**config.mk**
```make
export PLATFORM = sky130hd
export DESIGN_NAME = port_flow_control_config
export DESIGN_NICKNAME = d
export VERILOG_FILES = /design/src/logic/port_fc_pkg.sv /design/src/logic/port_flow_control_config.sv /design/src/logic/pin_sync.sv
export SDC_FILE = /design/constraint.sdc
export NUM_CORES = 1
export LEC_CHECK = 0
export ABC_AREA = 1
export BUFFER_PORTS_ARGS = -buffer_cell sky130_fd_sc_hd__buf_2
export CAP_MARGIN = 40
export CORE_ASPECT_RATIO = 1.1
export CORE_MARGIN = 4
export CORE_UTILIZATION = 42
export CTS_CLUSTER_DIAMETER = 100
export DETAILED_ROUTE_END_ITERATION = 12
export HOLD_SLACK_MARGIN = 0.03
export PLACE_DENSITY = 0.84
export SLEW_MARGIN = 30
export SYNTH_ARGS = -nofsm -noshare
export SYNTH_HDL_FRONTEND = slang
export SYNTH_SLANG_ARGS = --single-unit
```
**constraint.sdc**
```tcl
create_clock -name SYS_CLK -period 1.45 [get_ports SYS_CLK]
set_input_delay 0.0725 -clock SYS_CLK [delete_from_list [all_inputs] [get_ports SYS_CLK]]
set_output_delay 0.0725 -clock SYS_CLK [all_outputs]
set_load 0.01 [all_outputs]
```
**src/logic/port_fc_pkg.sv**
```systemverilog
// Constants for the port flow control register
package port_fc_pkg;
	localparam logic [11:0] PORT1_FLOW_CONTROL_OFFSET = 12'h1a0;
	localparam int          ADDR_W                    = 12;
	localparam int          DATA_W                    = 32;
	localparam int          BIT_MANUAL_SELECT         = 0;
	localparam int          BIT_TX_PAUSE_ENABLE       = 1;
	localparam int          BIT_RX_PAUSE_ENABLE       = 2;
	localparam int          BIT_CUR_TX_PAUSE          = 3;
	localparam int          BIT_CUR_RX_PAUSE          = 4;
	localparam int          BIT_CUR_DUPLEX            = 5;
	localparam int          BIT_BACKPRESSURE          = 6;
	localparam logic [6:0]  WRITABLE_MASK             = 7'h47;
	localparam int          SYNC_STAGES               = 2;
	localparam logic [1:0]  SYNC_RESET                = 2'h0;
	localparam logic        CTRL_RESET                = 1'b0;
	localparam logic        DUPLEX_HALF               = 1'b1;
	localparam logic        DUPLEX_FULL               = 1'b0;

	typedef enum logic [2:0] {
		ST_RESET   = 3'b001,
		ST_CAPTURE = 3'b010,
		ST_RUN     = 3'b100
	} fc_state_t;
endpackage

```
**src/logic/port_flow_control_config.sv**
```systemverilog
// Port 1 flow control configuration and status register
// Behaviour
// [RQ1] Bit 6 gates half-duplex backpressure
// [RQ2] Bit 5 reads duplex: 1 half
// [RQ3] Bit 4 reads resolved receive pause
// [RQ4] Bit 3 reads resolved transmit pause
// [RQ5] Bit 2 manual receive pause enable
// [RQ6] Bit 1 manual transmit pause enable
// [RQ7] Select clear, autoneg on: negotiated result in full-duplex
// [RQ8] Select set: manual bits rule full-duplex
// [RQ9] Control defaults from straps, reload updates
// [RQ10] Status follows straps and reload too
// [RQ11] Phy advertisement untouched by writes
// [RQ12] Upper bits zero, status writes ignored
`timescale 1ns/1ps
`default_nettype none
module port_flow_control_config
	import port_fc_pkg::*;
(
	input  wire logic                         SYS_CLK,
	input  wire logic                         RESET_N,
	input  wire logic [port_fc_pkg::ADDR_W-1:0] REG_ADDR,
	input  wire logic                         REG_WR,
	input  wire logic                         REG_RD,
	input  wire logic [port_fc_pkg::DATA_W-1:0] REG_WDATA,
	output logic      [port_fc_pkg::DATA_W-1:0] REG_RDATA,
	input  wire logic                         BACKPRESSURE_DEFAULT_STRAP,
	input  wire logic                         PAUSE_ENABLE_DEFAULT_STRAP,
	input  wire logic                         MANUAL_SELECT_DEFAULT_STRAP,
	input  wire logic                         STRAP_RELOAD,
	input  wire logic                         AUTONEG_ENABLE,
	input  wire logic                         LINK_DUPLEX_HALF,
	input  wire logic                         NEG_RX_PAUSE,
	input  wire logic                         NEG_TX_PAUSE,
	output logic                              BACKPRESSURE_ENABLE,
	output logic                              RX_PAUSE_ACTIVE,
	output logic                              TX_PAUSE_ACTIVE
);
	import port_fc_pkg::*;

	typedef struct packed {
		fc_state_t  state;
		logic       backpressure_enable;
		logic       rx_pause_enable;
		logic       tx_pause_enable;
		logic       manual_pause_select;
		logic       current_duplex_status;
		logic       current_rx_pause_status;
		logic       current_tx_pause_status;
		logic       reload_prev;
		logic [1:0] warm;
		logic [DATA_W-1:0] rdata;
	} regs_t;

	regs_t st_ff;
	regs_t nxt_st;
	logic [7:0] pins_sync;
	logic bp_strap;
	logic pause_strap;
	logic manual_strap;
	logic reload_lvl;
	logic an_on;
	logic dup_half;
	logic neg_rx;
	logic neg_tx;
	logic res_rx;
	logic res_tx;

	// Resolve one pause direction
	function automatic logic resolve(input logic manual_sel, input logic autoneg,
			input logic half, input logic manual_en, input logic negotiated);
		logic r;
		r = 1'b0;
		if (half) begin
			r = 1'b0;
		end else if (manual_sel || !autoneg) begin
			r = manual_en;
		end else begin
			r = negotiated;
		end
		return r;
	endfunction

	pin_sync #(
		.WIDTH(8)
	) u_sync (
		.SYS_CLK(SYS_CLK),
		.RESET_N(RESET_N),
		.D      ({BACKPRESSURE_DEFAULT_STRAP, PAUSE_ENABLE_DEFAULT_STRAP,
			MANUAL_SELECT_DEFAULT_STRAP, STRAP_RELOAD, AUTONEG_ENABLE,
			LINK_DUPLEX_HALF, NEG_RX_PAUSE, NEG_TX_PAUSE}),
		.Q      (pins_sync)
	);

	assign bp_strap     = pins_sync[7];
	assign pause_strap  = pins_sync[6];
	assign manual_strap = pins_sync[5];
	assign reload_lvl   = pins_sync[4];
	assign an_on        = pins_sync[3];
	assign dup_half     = pins_sync[2];
	assign neg_rx       = pins_sync[1];
	assign neg_tx       = pins_sync[0];

	// [RQ7] Pick negotiated or manual
	// [RQ8] Manual select uses enable bits
	assign res_rx = resolve(st_ff.manual_pause_select, an_on, dup_half,
		st_ff.rx_pause_enable, neg_rx);
	assign res_tx = resolve(st_ff.manual_pause_select, an_on, dup_half,
		st_ff.tx_pause_enable, neg_tx);

	always_comb begin
		nxt_st             = st_ff;
		nxt_st.reload_prev = reload_lvl;
		case (st_ff.state)
			ST_RESET: begin
				// Wait until synchroniser holds real strap levels
				nxt_st.warm = st_ff.warm + 2'h1;
				if (st_ff.warm == 2'(SYNC_STAGES - 1)) begin
					nxt_st.state = ST_CAPTURE;
				end
			end
			ST_CAPTURE: begin
				// [RQ9] Strap defaults after release
				nxt_st.backpressure_enable = bp_strap;
				nxt_st.rx_pause_enable     = pause_strap;
				nxt_st.tx_pause_enable     = pause_strap;
				nxt_st.manual_pause_select = manual_strap;
				nxt_st.state               = ST_RUN;
			end
			ST_RUN: begin
				if (reload_lvl && !st_ff.reload_prev) begin
					// [RQ9] Loader rewrite takes over
					nxt_st.backpressure_enable = bp_strap;
					nxt_st.rx_pause_enable     = pause_strap;
					nxt_st.tx_pause_enable     = pause_strap;
					nxt_st.manual_pause_select = manual_strap;
				end else if (REG_WR && REG_ADDR == PORT1_FLOW_CONTROL_OFFSET) begin
					// [RQ12] Only control bits written
					// [RQ11] No path to phy advertisement
					nxt_st.backpressure_enable = REG_WDATA[BIT_BACKPRESSURE];
					nxt_st.rx_pause_enable     = REG_WDATA[BIT_RX_PAUSE_ENABLE];
					nxt_st.tx_pause_enable     = REG_WDATA[BIT_TX_PAUSE_ENABLE];
					nxt_st.manual_pause_select = REG_WDATA[BIT_MANUAL_SELECT];
				end
			end
			default: begin
				nxt_st.state = ST_RESET;
			end
		endcase
		// [RQ2] Duplex status tracks link
		// [RQ10] Status follows live settings
		nxt_st.current_duplex_status   = dup_half ? DUPLEX_HALF : DUPLEX_FULL;
		// [RQ3] Receive pause readback
		nxt_st.current_rx_pause_status = res_rx;
		// [RQ4] Transmit pause readback
		nxt_st.current_tx_pause_status = res_tx;
		nxt_st.rdata = '0;
		if (REG_RD && REG_ADDR == PORT1_FLOW_CONTROL_OFFSET) begin
			// [RQ12] Reserved bits read zero
			nxt_st.rdata[BIT_BACKPRESSURE]    = st_ff.backpressure_enable;
			nxt_st.rdata[BIT_CUR_DUPLEX]      = st_ff.current_duplex_status;
			nxt_st.rdata[BIT_CUR_RX_PAUSE]    = st_ff.current_rx_pause_status;
			nxt_st.rdata[BIT_CUR_TX_PAUSE]    = st_ff.current_tx_pause_status;
			// [RQ5] Receive enable readback
			nxt_st.rdata[BIT_RX_PAUSE_ENABLE] = st_ff.rx_pause_enable;
			// [RQ6] Transmit enable readback
			nxt_st.rdata[BIT_TX_PAUSE_ENABLE] = st_ff.tx_pause_enable;
			nxt_st.rdata[BIT_MANUAL_SELECT]   = st_ff.manual_pause_select;
		end
	end

	always_ff @(posedge SYS_CLK or negedge RESET_N) begin
		if (!RESET_N) begin
			st_ff <= '{state: ST_RESET, default: '0};
		end else begin
			st_ff <= nxt_st;
		end
	end

	assign REG_RDATA           = st_ff.rdata;
	// [RQ1] Backpressure only in half duplex
	assign BACKPRESSURE_ENABLE = st_ff.backpressure_enable & st_ff.current_duplex_status;
	assign RX_PAUSE_ACTIVE     = st_ff.current_rx_pause_status;
	assign TX_PAUSE_ACTIVE     = st_ff.current_tx_pause_status;
endmodule
`default_nettype wire

```
**src/logic/pin_sync.sv**
```systemverilog
// Two-stage synchroniser for a group of pin levels
`timescale 1ns/1ps
`default_nettype none
module pin_sync #(
	parameter int WIDTH = 8
) (
	input  wire logic             SYS_CLK,
	input  wire logic             RESET_N,
	input  wire logic [WIDTH-1:0] D,
	output logic      [WIDTH-1:0] Q
);
	typedef struct packed {
		logic [WIDTH-1:0] first_ff;
		logic [WIDTH-1:0] second_ff;
	} sync_t;

	sync_t st_ff;
	sync_t nxt_st;

	always_comb begin
		nxt_st           = st_ff;
		nxt_st.first_ff  = D;
		nxt_st.second_ff = st_ff.first_ff;
	end

	always_ff @(posedge SYS_CLK or negedge RESET_N) begin
		if (!RESET_N) begin
			st_ff <= '0;
		end else begin
			st_ff <= nxt_st;
		end
	end

	assign Q = st_ff.second_ff;
endmodule
`default_nettype wire

```
==> impl_metrics.csv <==
group,metric,value,unit
detailed_routing,routed_wl,2.319,mm
cts,clk_latency,0.34,ns
grt,grt_pass1_vias,935,
detailed_routing,first_pass_iters,4,
critical_path,crit_cells,5,
cts,cts_buffers,5,
placed_design,place_ws,0.2427,ns
detailed_routing,ant_nets,0,
sta,hold_viol_final,0,
sta,grt_setup_unrepaired,"no",
detailed_routing,viasPerCell,3.899,
cts,clock-sinks,36,
pwr,switchingPower,428.3,uW
placed_design,gp_congestion,0.7136,
run,maxCapViolCount,0,
critical_path,r2r_slack,0.24,ns
cts,ctsLongestPathBuffers,2,
yosys,synth_area_leaders,"dfrtp_1, buf_4, nand2_1",
critical_path,path_delay_family,"flip-flops",
cts,ctsResizeCount,0,
pwr,power_frac_seq,61.4,%
pwr,power,1741,uW
pwr,p_int,1313,uW
placed_design,io_buffer_count,37,
yosys,synth_common_cells,"dfrtp_1, buf_4, nand2_1, nor2_1, inv_1",
pwr,combPwrFrac,10.8,%
critical_path,slowest_stage,"dfstp_2",
finish,drive_above_1_share,26.00,%
yosys,yosysWarnings,0,
pwr,clkPwrFrac,27.9,%
finish,fillers,336,
finish,final-seq-area,902.1,um^2
critical_path,timing.rr.start,"st_ff[42]$_DFFE_PN1P_",
detailed_routing,wl_per_cell,9.351,um
die,core,3413,um^2
grt,grt_first_pass_wirelength,3.829,mm
sta,min_period_over_period,83.49,%
critical_path,critical_path_buf_inv_count,2,
pwr,leakage,0.0009879,uW
die,ios,91,
yosys,yosysTopAreaCellShare,57.66,%
critical_path,critical_path_class,"flip-flop to flip-flop",
yosys,syn_area,1519,um^2
cts,root_buffer,"clkbuf_4",
critical_path,crit_path_max_fanout,3,
detailed_routing,drc,0,
yosys,ys_ff_latch,36,
finish,finalNetCount,256,
cts,cts_tree,"built",
grt,overflow,0,
die,rows,22,
cts,post_cts_buffers,0,
yosys,synth_largest_area_cell,"dfrtp_1",
pwr,swShare,24.59,%
grt,grt_usage,10.96,%
cts,holdBufCountCts,9,
yosys,synthDistinctLibCells,19,
sta,clock_skew,0.01130,ns
yosys,synth_async_sr_flop_share,100.0,%
grt,grt_max_degree,37,
sta,setup_ws,0.2394,ns
yosys,yosys.cell_count.top_type,"dfrtp_1",
critical_path,crit_start,"st_ff[42]$_DFFE_PN1P_",
critical_path,worstPathRequired,1.71,ns
min_path,hold_path_class,"input pin to flip-flop",
critical_path,reg2reg_depth,5,
critical_path,end_kind,"flip-flop",
critical_path,critPathLaunchType,"flip-flop",
finish,antennaDiodeCount,0,
detailed_routing,num_vias,967,
grt,antenna_found_initial,0,
yosys,synth_edf_count,0,
pwr,power_density,988.5,nW/um^2
run_status,status,"complete, no violations",
critical_path,crit_end,"st_ff[42]$_DFFE_PN1P_",
sta,setup_violations,0,
critical_path,path_cells,"inv_1 > nor3_1 > inv_1 > nor2_1 > nor2_1",
die,die_h,71.08,um
critical_path,cpPeakStageDelay,0.55,ns
yosys,yosysSeqAreaShare,59.39,%
yosys,synthCells,153,
yosys,synth_area_per_cell,9.928,um^2
die,start_util,44.50,%
finish,multi_input_area,402.9,um^2
detailed_routing,drt_iter0_markers,37,
placed_design,hpwl,1.701,mm
die,dieArea,4644,um^2
sta,fmax,0.8260,GHz
critical_path,r2r-end,"st_ff[42]$_DFFE_PN1P_",
pwr,ir_drop,0.6305,mV
sta,fin_setup_tns,0,ns
critical_path,arrival,1.47,ns
sta,drv_slew,0,
cts,cts_max_level,2,
finish,syn2layout_area_growth,15.98,%
yosys,synth_ff_type,"dfrtp_1",
die,die_w,65.34,um
cts,cts.clk_slew.worst_paths,0.10,ns
sta,fin_crit,1.211,ns
==> final cells by class <==
type | instances | area share (%)
repair buffers | 47 | 16.05
inverters | 17 | 3.622
clock inverters | 1 | 0.2841
flip-flops and latches | 36 | 51.21
well taps | 48 | 3.409
clock buffers | 7 | 2.557
multi-input cells | 92 | 22.87
==> power by group through the flow <==
stage,logic [uW],registers [uW],clock network [uW]
after CTS,188,1070,503
after global placement,165,1090,0
final,187,1070,485
after global routing,218,1080,569
after detailed placement,169,1090,0
after floorplan,138,1090,0
==> logic make-up after synthesis <==
group / count (synthesis) / synth area share (%)
adder cells (fa/ha/maj): 1 / 0.8236
flip-flops: 36 / 59.39
buffers and inverters: 49 / 20.02
XOR/XNOR: 1 / 0.5767
AND/OR/NAND/NOR: 61 / 17.05
other: 1 / 0.2469
AO/OA/AOI/OAI: 4 / 1.894
==> metal layers <==
metal | up-vias | share of wire, % | global-route usage, %
met4 | 0 | 0.78 | 4.839
met5 | - | 0 | 0
li1 | 499 | - | -
met2 | 41 | 51 | 17.77
met3 | 2 | 9.1 | 5.397
met1 | 425 | 39 | 12.04
==> worst min-delay path by stage <==
stage | startpoint | end | slack (ns) | cells past startpoint
6_report | REG_WDATA[2] | st_ff[40]$_DFFE_PN0P_ | 0.06 | 5
5_1_grt | REG_WDATA[2] | st_ff[40]$_DFFE_PN0P_ | 0.05 | 5
4_1_cts | REG_WDATA[2] | st_ff[40]$_DFFE_PN0P_ | 0.07 | 5
3_5_place_dp | RESET_N | st_ff[32]$_DFFE_PN0P_ | 0.13 | 2
3_3_place_gp | RESET_N | REG_RDATA[6]$_DFF_PN0_ | 0.12 | 2
2_1_floorplan | RESET_N | REG_RDATA[0]$_DFF_PN0_ | -0.22 | 0
==> flip-flops by register name, summed over array words and instances, names as in the netlist <==
name,cells
u_sync.Q,8
RX_PAUSE_ACTIVE,1
REG_RDATA,7
st_ff,11
u_sync.nxt_st,8
TX_PAUSE_ACTIVE,1
==> through the flow <==
stage / cells / utilization (%) / hold WS, ns / cell area (um^2)
2_1_floorplan: 177 / - / -0.2231 / 1609
3_3_place_gp: 231 / 47.51 / 0.1232 / 1622
3_5_place_dp: 231 / 47.51 / 0.1266 / 1622
4_1_cts: 248 / 51.61 / 0.06678 / 1762
5_1_grt: 248 / 51.61 / 0.05051 / 1762
6_report: 248 / 51.61 / 0.06301 / 1762
==> worst reg2reg max path: cells and delay by family, from the launching register on <==
kind	cells	cell delay, ns
buffers and inverters	2	0.16
flip-flops	1	0.55
AND/OR/NAND/NOR	3	0.44
==> cells in the final DEF, fill, tap and decap left out, types with 2 or more instances in the layout <==
| master | n |
|---|---|
| dlygate4sd3_1 | 9 |
| nand2_2 | 3 |
| a211oi_1 | 2 |
| nand3_1 | 5 |
| nand2_1 | 28 |
| buf_2 | 37 |
| dfrtp_1 | 35 |
| inv_1 | 16 |
| clkbuf_1 | 2 |
| nor3_1 | 3 |
| clkbuf_4 | 5 |
| nor2_1 | 19 |
| conb_1 | 25 |
Power figures use the tool's default switching activity.
